File: src/data_space_pkg.sv
// constants, offsets, reset values and carrier types of the data-space decoder
package data_space_pkg;

   // ****************************************************
   // data-space offsets
   // ****************************************************
   localparam logic [7:0] WIN_FIRST = 8'h40;
   localparam logic [7:0] WIN_LAST = 8'h7F;
   localparam logic [7:0] INDEX_X_ADDR = 8'h80;
   localparam logic [7:0] INDEX_Y_ADDR = 8'h81;
   localparam logic [7:0] SHORT_V_ADDR = 8'h82;
   localparam logic [7:0] SHORT_W_ADDR = 8'h83;
   localparam logic [7:0] PORT_A_DATA_ADDR = 8'hC0;
   localparam logic [7:0] PORT_B_DATA_ADDR = 8'hC1;
   localparam logic [7:0] PORT_A_DIR_ADDR = 8'hC4;
   localparam logic [7:0] PORT_B_DIR_ADDR = 8'hC5;
   localparam logic [7:0] INTR_OPT_ADDR = 8'hC8;
   localparam logic [7:0] WIN_SELECT_ADDR = 8'hC9;
   localparam logic [7:0] PORT_A_OPT_ADDR = 8'hCC;
   localparam logic [7:0] PORT_B_OPT_ADDR = 8'hCD;
   localparam logic [7:0] CONV_RESULT_ADDR = 8'hD0;
   localparam logic [7:0] CONV_CTRL_ADDR = 8'hD1;
   localparam logic [7:0] TIM_PRE_ADDR = 8'hD2;
   localparam logic [7:0] TIM_CNT_ADDR = 8'hD3;
   localparam logic [7:0] TIM_CTL_ADDR = 8'hD4;
   localparam logic [7:0] WDOG_ADDR = 8'hD8;
   localparam logic [7:0] ACC_ADDR = 8'hFF;

   // ****************************************************
   // field positions and reset values
   // ****************************************************
   localparam int WIN_OFS_BITS = 6;
   localparam int WIN_SEL_BITS = 6;
   localparam logic [7:0] PORT_RESET = 8'h00;
   localparam logic [7:0] CONV_CTRL_RESET = 8'h40;
   localparam logic [7:0] TIM_PRE_RESET = 8'h7F;
   localparam logic [7:0] TIM_CNT_RESET = 8'hFF;
   localparam logic [7:0] TIM_CTL_RESET = 8'h00;
   localparam logic [7:0] WDOG_RESET = 8'hFE;
   localparam logic [7:0] READ_FILL = 8'h00;

   // ****************************************************
   // carrier types
   // ****************************************************
   typedef struct packed {
      logic rd;
      logic wr;
      logic [7:0] addr;
      logic [7:0] wdata;
   } data_req_t;

   typedef struct packed {
      logic [7:0] out;
      logic [7:0] oe;
      logic [7:0] option;
   } port_pins_t;

   typedef struct packed {
      logic [7:0] intr_opt;
      logic [7:0] conv_ctrl;
      logic [7:0] tim_pre;
      logic [7:0] tim_cnt;
      logic [7:0] tim_ctl;
      logic [7:0] wdog;
   } periph_cfg_t;

   typedef enum logic {
      WIN_IDLE = 1'b0,
      WIN_FETCH = 1'b1
   } win_state_t;

endpackage : data_space_pkg

File: src/return_stack.sv
// hardware return-address stack, shift organised
module return_stack
   import data_space_pkg::*;
#(
   parameter int DEPTH = 6,
   parameter int WIDTH = 12
) (
   input wire logic i_ref_clk,
   input wire logic i_rst_b,
   input wire logic i_push,
   input wire logic i_pop,
   input wire logic [WIDTH-1:0] i_push_addr,
   output logic [WIDTH-1:0] o_top
);

   if (DEPTH < 1 || WIDTH < 1) begin : g_bad_size
      $error("return_stack: depth and width must be at least one");
   end

   logic [WIDTH-1:0] level [DEPTH];

   // push shifts down, pop shifts up; push wins when both
   always_ff @(posedge i_ref_clk or negedge i_rst_b) begin
      if (!i_rst_b) begin
         for (int i = 0; i < DEPTH; i++) begin
            level[i] <= '0;
         end
      end else if (i_push) begin
         level[0] <= i_push_addr;
         for (int i = 1; i < DEPTH; i++) begin
            level[i] <= level[i-1];
         end
      end else if (i_pop) begin
         for (int i = 0; i < DEPTH - 1; i++) begin
            level[i] <= level[i+1];
         end
         level[DEPTH-1] <= '0;
      end
   end

   assign o_top = level[0];

endmodule : return_stack

File: src/port_regs.sv
// data, direction and option registers of one i/o port
module port_regs
   import data_space_pkg::*;
(
   input wire logic i_ref_clk,
   input wire logic i_rst_b,
   input wire logic i_wr_data,
   input wire logic i_wr_dir,
   input wire logic i_wr_opt,
   input wire logic [7:0] i_wdata,
   input wire logic [7:0] i_pins,
   output port_pins_t o_pins,
   output logic [7:0] o_data_read
);

   logic [7:0] data;
   logic [7:0] dir;
   logic [7:0] option;

   always_ff @(posedge i_ref_clk or negedge i_rst_b) begin
      if (!i_rst_b) begin
         data <= PORT_RESET;
         dir <= PORT_RESET;
         option <= PORT_RESET;
      end else begin
         if (i_wr_data) begin
            data <= i_wdata;
         end
         if (i_wr_dir) begin
            dir <= i_wdata;
         end
         if (i_wr_opt) begin
            option <= i_wdata;
         end
      end
   end

   assign o_data_read = (dir & data) | (~dir & i_pins);
   assign o_pins = '{out: data, oe: dir, option: option};

endmodule : port_regs

File: src/data_space_map.sv
// data-space decoder with register map, rom window and return stack
// Notes on behaviour
// - six twelve-bit stack levels hold pushed return addresses, top at level 0.
// - reads of 40h..7Fh return program bytes from any block of 0000h..0FFFh.
// - program memory is 64 blocks of 64 bytes, block n at n*64.
// - fetch address: select bits 5:0 on top, window offset below.
// - window select keeps no reset value; software writes it before use.
// - window select at C9h, write-only, top two bits reserved as zero.
// - port data read gives latch for outputs, pin level for inputs.
// - port data registers at C0h, C1h, read-write, reset 00h.
// - port direction registers at C4h, C5h, read-write, reset 00h.
// - port option registers at CCh, CDh, read-write, reset 00h.
// - index, short direct at 80h..83h, accumulator FFh, read-write, no reset.
// - converter result D0h read-only; control D1h resets 40h, mixed bits.
// - timer registers D2h, D3h, D4h reset 7Fh, FFh, 00h, read-write.
// - first index register at 80h, second at 81h.
module data_space_map
   import data_space_pkg::*;
#(
   parameter int STACK_DEPTH = 6,
   parameter int PC_WIDTH = 12,
   parameter logic [7:0] CONV_RO_MASK = 8'h00,
   parameter logic [7:0] CONV_WO_MASK = 8'h00
) (
   input wire logic i_ref_clk,
   input wire logic i_rst_b,
   input data_req_t i_req,
   output logic o_req_ready,
   output logic o_rvalid,
   output logic [7:0] o_rdata,
   output logic o_pmem_rd,
   output logic [PC_WIDTH-1:0] o_pmem_addr,
   input wire logic [7:0] i_pmem_data,
   input wire logic i_push,
   input wire logic i_pop,
   input wire logic [PC_WIDTH-1:0] i_push_addr,
   output logic [PC_WIDTH-1:0] o_stack_top,
   input wire logic [7:0] i_port_a_pins,
   input wire logic [7:0] i_port_b_pins,
   output port_pins_t o_port_a,
   output port_pins_t o_port_b,
   input wire logic [7:0] i_conv_result,
   input wire logic [7:0] i_conv_status,
   output periph_cfg_t o_periph
);

   if (PC_WIDTH != WIN_SEL_BITS + WIN_OFS_BITS) begin : g_bad_pc_width
      $error("data_space_map: program counter width must equal select plus offset bits");
   end
   if ((CONV_RO_MASK & CONV_WO_MASK) != 8'h00) begin : g_bad_conv_masks
      $error("data_space_map: a converter bit cannot be read-only and write-only");
   end

   // ****************************************************
   // request decode
   // ****************************************************
   logic take;
   logic rd_take;
   logic wr_take;
   logic win_hit;
   logic [7:0] wd;
   win_state_t state;

   assign take = o_req_ready && (i_req.rd || i_req.wr);
   assign rd_take = o_req_ready && i_req.rd && !i_req.wr;
   assign wr_take = o_req_ready && i_req.wr;
   assign wd = i_req.wdata;
   assign win_hit = (i_req.addr >= WIN_FIRST) && (i_req.addr <= WIN_LAST);

   function automatic logic hit(input logic [7:0] a, input logic [7:0] target);
      hit = (a == target);
   endfunction : hit

   // ****************************************************
   // core registers
   // ****************************************************
   logic [7:0] index_x;
   logic [7:0] index_y;
   logic [7:0] short_v;
   logic [7:0] short_w;
   logic [7:0] acc;
   logic [WIN_SEL_BITS-1:0] win_select;

   always_ff @(posedge i_ref_clk) begin
      if (wr_take && hit(i_req.addr, INDEX_X_ADDR)) begin
         index_x <= wd;
      end
      if (wr_take && hit(i_req.addr, INDEX_Y_ADDR)) begin
         index_y <= wd;
      end
      if (wr_take && hit(i_req.addr, SHORT_V_ADDR)) begin
         short_v <= wd;
      end
      if (wr_take && hit(i_req.addr, SHORT_W_ADDR)) begin
         short_w <= wd;
      end
      if (wr_take && hit(i_req.addr, ACC_ADDR)) begin
         acc <= wd;
      end
   end

   always_ff @(posedge i_ref_clk) begin
      if (wr_take && hit(i_req.addr, WIN_SELECT_ADDR)) begin
         win_select <= wd[WIN_SEL_BITS-1:0];
      end
   end

   // ****************************************************
   // peripheral configuration
   // ****************************************************
   // converter control reset and mixed bits
   always_ff @(posedge i_ref_clk or negedge i_rst_b) begin
      if (!i_rst_b) begin
         o_periph.intr_opt <= 8'h00;
         o_periph.conv_ctrl <= CONV_CTRL_RESET;
         o_periph.tim_pre <= TIM_PRE_RESET;
         o_periph.tim_cnt <= TIM_CNT_RESET;
         o_periph.tim_ctl <= TIM_CTL_RESET;
         o_periph.wdog <= WDOG_RESET;
      end else if (wr_take) begin
         unique case (i_req.addr)
            INTR_OPT_ADDR: o_periph.intr_opt <= wd;
            CONV_CTRL_ADDR: o_periph.conv_ctrl <= (o_periph.conv_ctrl & CONV_RO_MASK) | (wd & ~CONV_RO_MASK);
            TIM_PRE_ADDR: o_periph.tim_pre <= wd;
            TIM_CNT_ADDR: o_periph.tim_cnt <= wd;
            TIM_CTL_ADDR: o_periph.tim_ctl <= wd;
            WDOG_ADDR: o_periph.wdog <= wd;
            default: begin
            end
         endcase
      end
   end

   // ****************************************************
   // i/o ports
   // ****************************************************
   logic [7:0] port_a_read;
   logic [7:0] port_b_read;

   port_regs port_a (
      .i_ref_clk(i_ref_clk),
      .i_rst_b(i_rst_b),
      .i_wr_data(wr_take && hit(i_req.addr, PORT_A_DATA_ADDR)),
      .i_wr_dir(wr_take && hit(i_req.addr, PORT_A_DIR_ADDR)),
      .i_wr_opt(wr_take && hit(i_req.addr, PORT_A_OPT_ADDR)),
      .i_wdata(wd),
      .i_pins(i_port_a_pins),
      .o_pins(o_port_a),
      .o_data_read(port_a_read)
   );

   port_regs port_b (
      .i_ref_clk(i_ref_clk),
      .i_rst_b(i_rst_b),
      .i_wr_data(wr_take && hit(i_req.addr, PORT_B_DATA_ADDR)),
      .i_wr_dir(wr_take && hit(i_req.addr, PORT_B_DIR_ADDR)),
      .i_wr_opt(wr_take && hit(i_req.addr, PORT_B_OPT_ADDR)),
      .i_wdata(wd),
      .i_pins(i_port_b_pins),
      .o_pins(o_port_b),
      .o_data_read(port_b_read)
   );

   // ****************************************************
   // stack space
   // ****************************************************
   // six return levels
   return_stack #(
      .DEPTH(STACK_DEPTH),
      .WIDTH(PC_WIDTH)
   ) stack (
      .i_ref_clk(i_ref_clk),
      .i_rst_b(i_rst_b),
      .i_push(i_push),
      .i_pop(i_pop),
      .i_push_addr(i_push_addr),
      .o_top(o_stack_top)
   );

   // ****************************************************
   // read multiplexer
   // ****************************************************
   logic [7:0] next_rdata;

   always_comb begin
      next_rdata = READ_FILL;
      unique case (i_req.addr)
         INDEX_X_ADDR: next_rdata = index_x;
         INDEX_Y_ADDR: next_rdata = index_y;
         SHORT_V_ADDR: next_rdata = short_v;
         SHORT_W_ADDR: next_rdata = short_w;
         ACC_ADDR: next_rdata = acc;
         PORT_A_DATA_ADDR: next_rdata = port_a_read;
         PORT_B_DATA_ADDR: next_rdata = port_b_read;
         PORT_A_DIR_ADDR: next_rdata = o_port_a.oe;
         PORT_B_DIR_ADDR: next_rdata = o_port_b.oe;
         PORT_A_OPT_ADDR: next_rdata = o_port_a.option;
         PORT_B_OPT_ADDR: next_rdata = o_port_b.option;
         CONV_RESULT_ADDR: next_rdata = i_conv_result;
         CONV_CTRL_ADDR: begin
            next_rdata = (o_periph.conv_ctrl & ~(CONV_RO_MASK | CONV_WO_MASK)) | (i_conv_status & CONV_RO_MASK);
         end
         TIM_PRE_ADDR: next_rdata = o_periph.tim_pre;
         TIM_CNT_ADDR: next_rdata = o_periph.tim_cnt;
         TIM_CTL_ADDR: next_rdata = o_periph.tim_ctl;
         WDOG_ADDR: next_rdata = o_periph.wdog;
         // reserved and write-only read as fill
         default: next_rdata = READ_FILL;
      endcase
   end

   // ****************************************************
   // window fetch and read answer
   // ****************************************************
   always_ff @(posedge i_ref_clk or negedge i_rst_b) begin
      if (!i_rst_b) begin
         state <= WIN_IDLE;
         o_req_ready <= 1'b1;
         o_pmem_rd <= 1'b0;
      end else begin
         unique case (state)
            WIN_IDLE: begin
               if (rd_take && win_hit) begin
                  state <= WIN_FETCH;
                  o_req_ready <= 1'b0;
                  o_pmem_rd <= 1'b1;
               end
            end
            WIN_FETCH: begin
               state <= WIN_IDLE;
               o_req_ready <= 1'b1;
               o_pmem_rd <= 1'b0;
            end
         endcase
      end
   end

   always_ff @(posedge i_ref_clk or negedge i_rst_b) begin
      if (!i_rst_b) begin
         o_pmem_addr <= '0;
      end else if (rd_take && win_hit) begin
         o_pmem_addr <= {win_select, i_req.addr[WIN_OFS_BITS-1:0]};
      end
   end

   always_ff @(posedge i_ref_clk or negedge i_rst_b) begin
      if (!i_rst_b) begin
         o_rvalid <= 1'b0;
         o_rdata <= READ_FILL;
      end else if (state == WIN_FETCH) begin
         o_rvalid <= 1'b1;
         o_rdata <= i_pmem_data;
      end else if (rd_take && !win_hit) begin
         o_rvalid <= 1'b1;
         o_rdata <= next_rdata;
      end else begin
         o_rvalid <= 1'b0;
      end
   end
endmodule : data_space_map

File: config.mk
export PLATFORM = sky130hd
export DESIGN_NAME = data_space_map
export DESIGN_NICKNAME = d
export VERILOG_FILES = /design/src/data_space_pkg.sv /design/src/return_stack.sv /design/src/port_regs.sv /design/src/data_space_map.sv
export SDC_FILE = /design/constraint.sdc
export NUM_CORES = 1
export LEC_CHECK = 0
export BUFFER_PORTS_ARGS = -buffer_cell sky130_fd_sc_hd__clkbuf_2
export CAP_MARGIN = 20
export CORE_UTILIZATION = 25
export DETAILED_ROUTE_END_ITERATION = 7
export PLACE_DENSITY = 0.39
export SYNTH_ARGS = -nofsm -noshare
export SYNTH_HDL_FRONTEND = slang
export SYNTH_HIERARCHICAL = 1
export SYNTH_SLANG_ARGS = --single-unit
File: constraint.sdc
create_clock -name i_ref_clk -period 2.7 [get_ports i_ref_clk]
set_input_delay 0.27 -clock i_ref_clk [delete_from_list [all_inputs] [get_ports i_ref_clk]]
set_output_delay 0.27 -clock i_ref_clk [all_outputs]
set_load 0.02 [all_outputs]
# ---- Word-level counts from Yosys, hierarchy flattened
# Index checks and enable logic that the tools add are counted.
dict set report op_classes {
  addsub 0
  multipliers 0
  div 0
  n_lt_le_gt_ge 2
  eq_ne 20
  shift 0
  n_mux 13
  bitwise 9
  reduce_logical 28
}
# op count
set ops {}
lappend ops {{== test 8 bit (second input constant)} 19}
lappend ops {{two-way mux 72 bit} 2}
lappend ops {{case mux 8 bit (17 select lines)} 1}
lappend ops {{bitwise AND 8 bit} 4}
lappend ops {{logical AND 1 bit} 18}
lappend ops {{two-way mux 8 bit} 2}
lappend ops {{NOT 8 bit} 2}
lappend ops {{bitwise OR 8 bit} 2}
lappend ops {{AND reduction 2 bit} 6}
lappend ops {{greater-or-equal comparator 8 x 7 -> 1 bit (second input constant)} 1}
lappend ops {{less-or-equal comparator 8 x 7 -> 1 bit (second input constant)} 1}
lappend ops {{case mux 1 bit (2 select lines)} 3}
lappend ops {{two-way mux 1 bit} 5}
lappend ops {{nonzero test 2 bit} 2}
lappend ops {{logical NOT 1 bit} 2}
lappend ops {{inequality test 2 bit (second input constant)} 1}
lappend ops {{NOT 1 bit} 1}
dict set report word_totals {
  ff_bits 238
  latchBits 0
  ram_bits 0
  romBits 0
  in_bits 74
  out_inout_bits 131
  word_cells 102
  n_memories 0
}

# ---- Logic depth before layout (Yosys ltp)
dict set report depth {
  word_depth 6
  ltp_mapped 9
  depth_no_buf 6
}

# ---- By module
# Netlist, hierarchy kept.
# mod n_inst cells_per_inst area_each_um2 seq_area_each_um2
set modules_own_cells {}
lappend modules_own_cells {data_space_map 1 468 5768.0 3213.1}
lappend modules_own_cells {return_stack 1 324 3383.2 1801.7}
lappend modules_own_cells {port_regs 2 59 1084.8 600.6}

# ---- Least setup slack after synthesis
# OpenSTA, ideal clock, no wires.
dict set report synth_timing {
  kind {input-to-reg}
  start {in i_req[15] (netlist name)}
  end {reg short_w[0] (enable)}
  t_arrival_ns 1.787
  required_ns 2.317
  slack_ns 0.529
  cell_stages 6
  n_path_buf 2
  path_cell_list {buf_4 -> or3b_1 -> buf_6 -> nor2_1 -> nand3_1 -> nor3_1}
}
dict set report synth_between {
  elab_chain_len 2
}
# item line_no
set synth_rtl {}
lappend synth_rtl {{from (decl)} data_space_map.sv:27} ;# input data_req_t i_req,
lappend synth_rtl {{== test 8 bit} data_space_map.sv:71} ;# hit = (a == target);
lappend synth_rtl {{logical AND 1 bit} data_space_map.sv:94} ;# if (wr_take && hit(i_req.addr, SHORT_W_ADDR)) begin
lappend synth_rtl {{to (signal assigned)} data_space_map.sv:95} ;# short_w <= wd;
lappend synth_rtl {{to (decl)} data_space_map.sv:80} ;# logic [7:0] short_w;
# No other way between the ends.
# A chain may end at the register's enable or synchronous reset.

# ---- Final worst setup path
dict set report layout_timing {
  start {reg port_a.data[6]}
  end {reg o_rdata[6]}
}
dict set report layout_between {
  elab_chain_len 5
}
# item line_no
set layout_rtl {}
lappend layout_rtl {{from (decl)} port_regs.sv:16} ;# logic [7:0] data;
lappend layout_rtl {{from (signal assigned)} port_regs.sv:27} ;# data <= i_wdata;
lappend layout_rtl {{bitwise AND 8 bit} port_regs.sv:38} ;# assign o_data_read = (dir & data) | (~dir & i_pins);
lappend layout_rtl {{bitwise OR 8 bit} port_regs.sv:38}
lappend layout_rtl {{net port_a_read[6]} data_space_map.sv:137} ;# logic [7:0] port_a_read;
lappend layout_rtl {{case mux 8 bit (17 select lines)} data_space_map.sv:187} ;# unique case (i_req.addr)
lappend layout_rtl {{two-way mux 8 bit} data_space_map.sv:253} ;# end else if (rd_take && !win_hit) begin
lappend layout_rtl {{two-way mux 8 bit} data_space_map.sv:250} ;# end else if (state == WIN_FETCH) begin
lappend layout_rtl {{to (signal assigned)} data_space_map.sv:252} ;# o_rdata <= i_pmem_data;
lappend layout_rtl {{to (signal assigned)} data_space_map.sv:255} ;# o_rdata <= next_rdata;
lappend layout_rtl {{to (decl)} data_space_map.sv:30} ;# output logic [7:0] o_rdata,
# The timed path passes the listed nets, and every way through them passes these cells. The select of a mux whose other input is x is not followed.

==> impl_metrics.csv <==
group,metric,value,unit
yosys,synthDistinctLibCells,57,
global_routing,grt_first_pass_wirelength,57.7,mm
sta,final-max-slew-violation-count,0,
layout,antenna_cells,0,
cts,cts-buffers-inserted,30,
cts,clock-root-buffer,"clkbuf_16",
placed_design,placed_cell_area,13100,um2
setup_path,startpoint_type,"flip-flop",
setup_path,cp.required,3.15,ns
yosys,synth_largest_area_cell,"dfrtp_1",
die,coreArea,44400,um2
layout,final_util,0.320,
drt,first_pass_iters,5,
setup_path,reg2reg_to,"o_rdata[6]",
worst_hold_path,hp-class,"input port to flip-flop",
yosys,synth_flop_cell,"dfrtp_1",
drt,ant_nets,0,
setup_path,arrival,2.51,ns
setup_path,slowest_stage,"a221oi_1",
yosys,avgSynthCellArea,12.4,um2
global_routing,grtUsageMet1,0.244,
setup_path,critPathMaxFanout,3,
setup_path,path_cells,"mux2_2, mux2i_1, o21ai_0, a221oi_1, a31oi_1, a221o_1",
setup_path,worstReg2RegStart,"port_a/data[6]",
yosys,synth_top_area_frac,0.371,
yosys,synth_top_family_by_area,"multiplexers",
drt,vias_per_cell,4.64,
power,p_switching,2.20,mW
yosys,synthAdderAreaFrac,0,
sta,max_freq,486,MHz
cts,htree_levels,1,
sta,hold_viol,0,
power,seq_power_share,0.463,
drt,vias,8170,
yosys,muxShareOfSynthArea,0.222,
cts,insertion_delay,0.56,ns
power,p_int,6.29,mW
power,finalPower,8.50,mW
placed_design,place.gp.congestion,0.876,
setup_path,worst_r2r_path_depth,6,
setup_path,endpoint,"o_rdata[6]",
setup_path,crit_path_end_kind,"flip-flop",
die,initial_utilization,0.255,
global_routing,overflow,0,
layout,fin_nets,1220,
die,pin_count,205,
drt,wirelength,38.7,mm
layout,final_area,14200,um2
sta,finClkSkew,0.00552,ns
yosys,synth_nets,984,
layout,layoutNonFillerInstCount,1762,
power,swShare,0.259,
sta,worst_pin_slew,0.857,ns
sta,rsz0062_at_grt,"no",
power,p_clk_frac,0.447,
power,p_leak,6.41,nW
yosys,yosys.area_share.simple,0.0908,
sta,finalCritPeriodShare,0.761,
sta,fin_crit,2.06,ns
die,rows,77,
cts,ctsHoldBuffers,21,
layout,drive_gt1_frac,0.399,
placed_design,io_buffers,196,
yosys,synth-seq-cells,238,
setup_path,crit_type,"flip-flop to flip-flop",
die,die_h,215,um
sta,fin_tns_setup,0,ns
cts,cts_tree,"yes",
cts,clock_sinks,238,
drt,drt_first_iter_violations,674,
placed_design,dp_cells,1685,
yosys,synth_compound_area_frac,0.0902,
cts,clk_pin_slew_worst_paths,0.06,ns
worst_hold_path,whs_path_depth,3,
global_routing,track_usage,0.167,
drt,wl_per_cell,22.0,um
global_routing,gr-max-usage-layer,"met2",
cts,cts_resized,0,
yosys,ys_top_cells_by_area,"dfrtp_1, edfxtp_1, mux2_2",
global_routing,antenna_found_initial,3,
global_routing,grt_pass1_vias,8347,
yosys,postSynthCellCount,910,
yosys,netlist_area,11300,um2
setup_path,r2r_setup_slack,0.64,ns
power,irDropWorstVdd,0.454,mV
yosys,ys_seq_area_frac,0.549,
setup_path,max_stage_delay,0.49,ns
yosys,synth_xor_area_frac,0.000774,
power,comb_power_share,0.089,
placed_design,place_hpwl,27.0,mm
sta,setup_violations,0,
global_routing,grt_max_degree,73,
global_routing,use_met2,0.248,
drt,drc_errors,0,
layout,area_growth,25.6,%
yosys,async_flop_share,0.807,
die,die-width,215,um
run,maxCapViolCount,0,
cts,post_cts_buffers,0,
setup_path,crit_path_start,"port_a/data[6]",
power,p_per_area,598,nW/um2
global_routing,grt_util_met3,0.0360,
yosys,synth_edf_count,46,
cts,clk_path_buf_depth,3,
sta,max_slew_margin,0.427,
status,outcome,"finished, final reports clean",
die,die_area,46100,um2
yosys,yosys_warnings,6,
==> how the worst min path moves through the flow <==
stage	slack, ns	end	start
floorplan	-0.03	o_periph[0]	i_rst_b
global placement	0.32	o_pmem_addr[9]	i_rst_b
detailed placement	0.32	o_pmem_addr[9]	i_rst_b
CTS	0.12	stack/level[39]	i_push
global route	0.16	stack/level[37]	i_push
finish	0.15	stack/level[39]	i_push
==> layout make-up <==
cell class / count / area [um2]
fillers: 4577 / 30200
flip-flops and latches: 238 / 6220
multi-input cells: 593 / 4590
repair buffers: 278 / 1730
clock buffers: 41 / 845
well taps: 592 / 741
clock inverters: 15 / 76.3
inverters: 5 / 18.8
==> synth_stat cells (all sizes together) (14+ instances only) <==
master / count
nand3: 16
dfstp: 24
nor3: 15
nand2b: 14
mux2: 129
nor2: 28
clkbuf: 18
edfxtp: 46
o21ai: 93
a21oi: 15
buf: 56
a22oi: 20
nand2: 100
dfrtp: 168
mux2i: 84
==> flip-flops by register name, indices dropped and copies added, names as in the netlist <==
signal and cells:
o_rdata 8, stack/level 60, stack/o_top 12, o_pmem_addr 12, port_a/data 8, port_b/dir 8
short_v 8, index_y 8, state 1, o_pmem_rd 1, win_select 6, index_x 8
short_w 8, acc 8, port_a/option 8, o_rvalid 1, port_a/dir 8, port_b/data 8
o_req_ready 1, port_b/option 8, o_periph 48
==> power by group through the flow <==
stage,combinational (mW),clock (mW),sequential (mW)
after floorplan,0.454,0,3.97
after global placement,0.746,0,4.00
after detailed placement,0.752,0,4.00
after CTS,0.778,3.97,3.94
after global routing,0.845,4.08,3.96
final,0.759,3.80,3.94
==> worst max-delay path, delay by kind of cell, from the launching register on <==
kind,cells,cell delay (ns)
flops,1,0.42
mux,2,0.42
compound gates,4,1.11
==> per-stage QoR <==
stage	setup slack, ns	hold WS, ns
4_1_cts	0.611	0.116
5_1_grt	0.555	0.157
3_3_place_gp	0.321	0.324
2_1_floorplan	0.529	-0.0256
6_report	0.644	0.145
3_5_place_dp	0.287	0.318
==> cell usage in the layout, fill, tap and decap left out, types with 4 or more instances in the layout <==
cell type	n
clkbuf_2	193
dfrtp_1	168
nand2_1	100
mux2i_1	84
mux2_2	81
buf_4	58
o21ai_1	58
mux2_4	48
edfxtp_1	46
o21ai_0	35
clkbuf_16	32
nor2_1	25
dfstp_2	24
dlygate4sd3_1	21
a22oi_1	20
nand3_1	15
a21oi_1	15
nand2b_1	14
nor3_1	12
nor2b_1	9
clkinv_2	9
clkbuf_1	8
a31oi_1	6
a221o_1	6
inv_1	5
o32ai_1	5
buf_12	5
a32oi_1	4
clkinv_1	4
==> cell families (layout without fill, tap and decap cells) <==
group           count (synthesis)  count (layout)
buf+inv                        79             339
flops                         238             238
mux                           215             215
compound gates                167             167
simple gates                  210             210
xor+xnor                        1               1
==> per-layer routing <==
metal  part of all wire  vias up
met5                  0        -
met4              0.026        0
met3              0.060       46
met2               0.43      233
met1               0.49     4110
li1                   -     3781
Power figures use the tool's default switching activity.
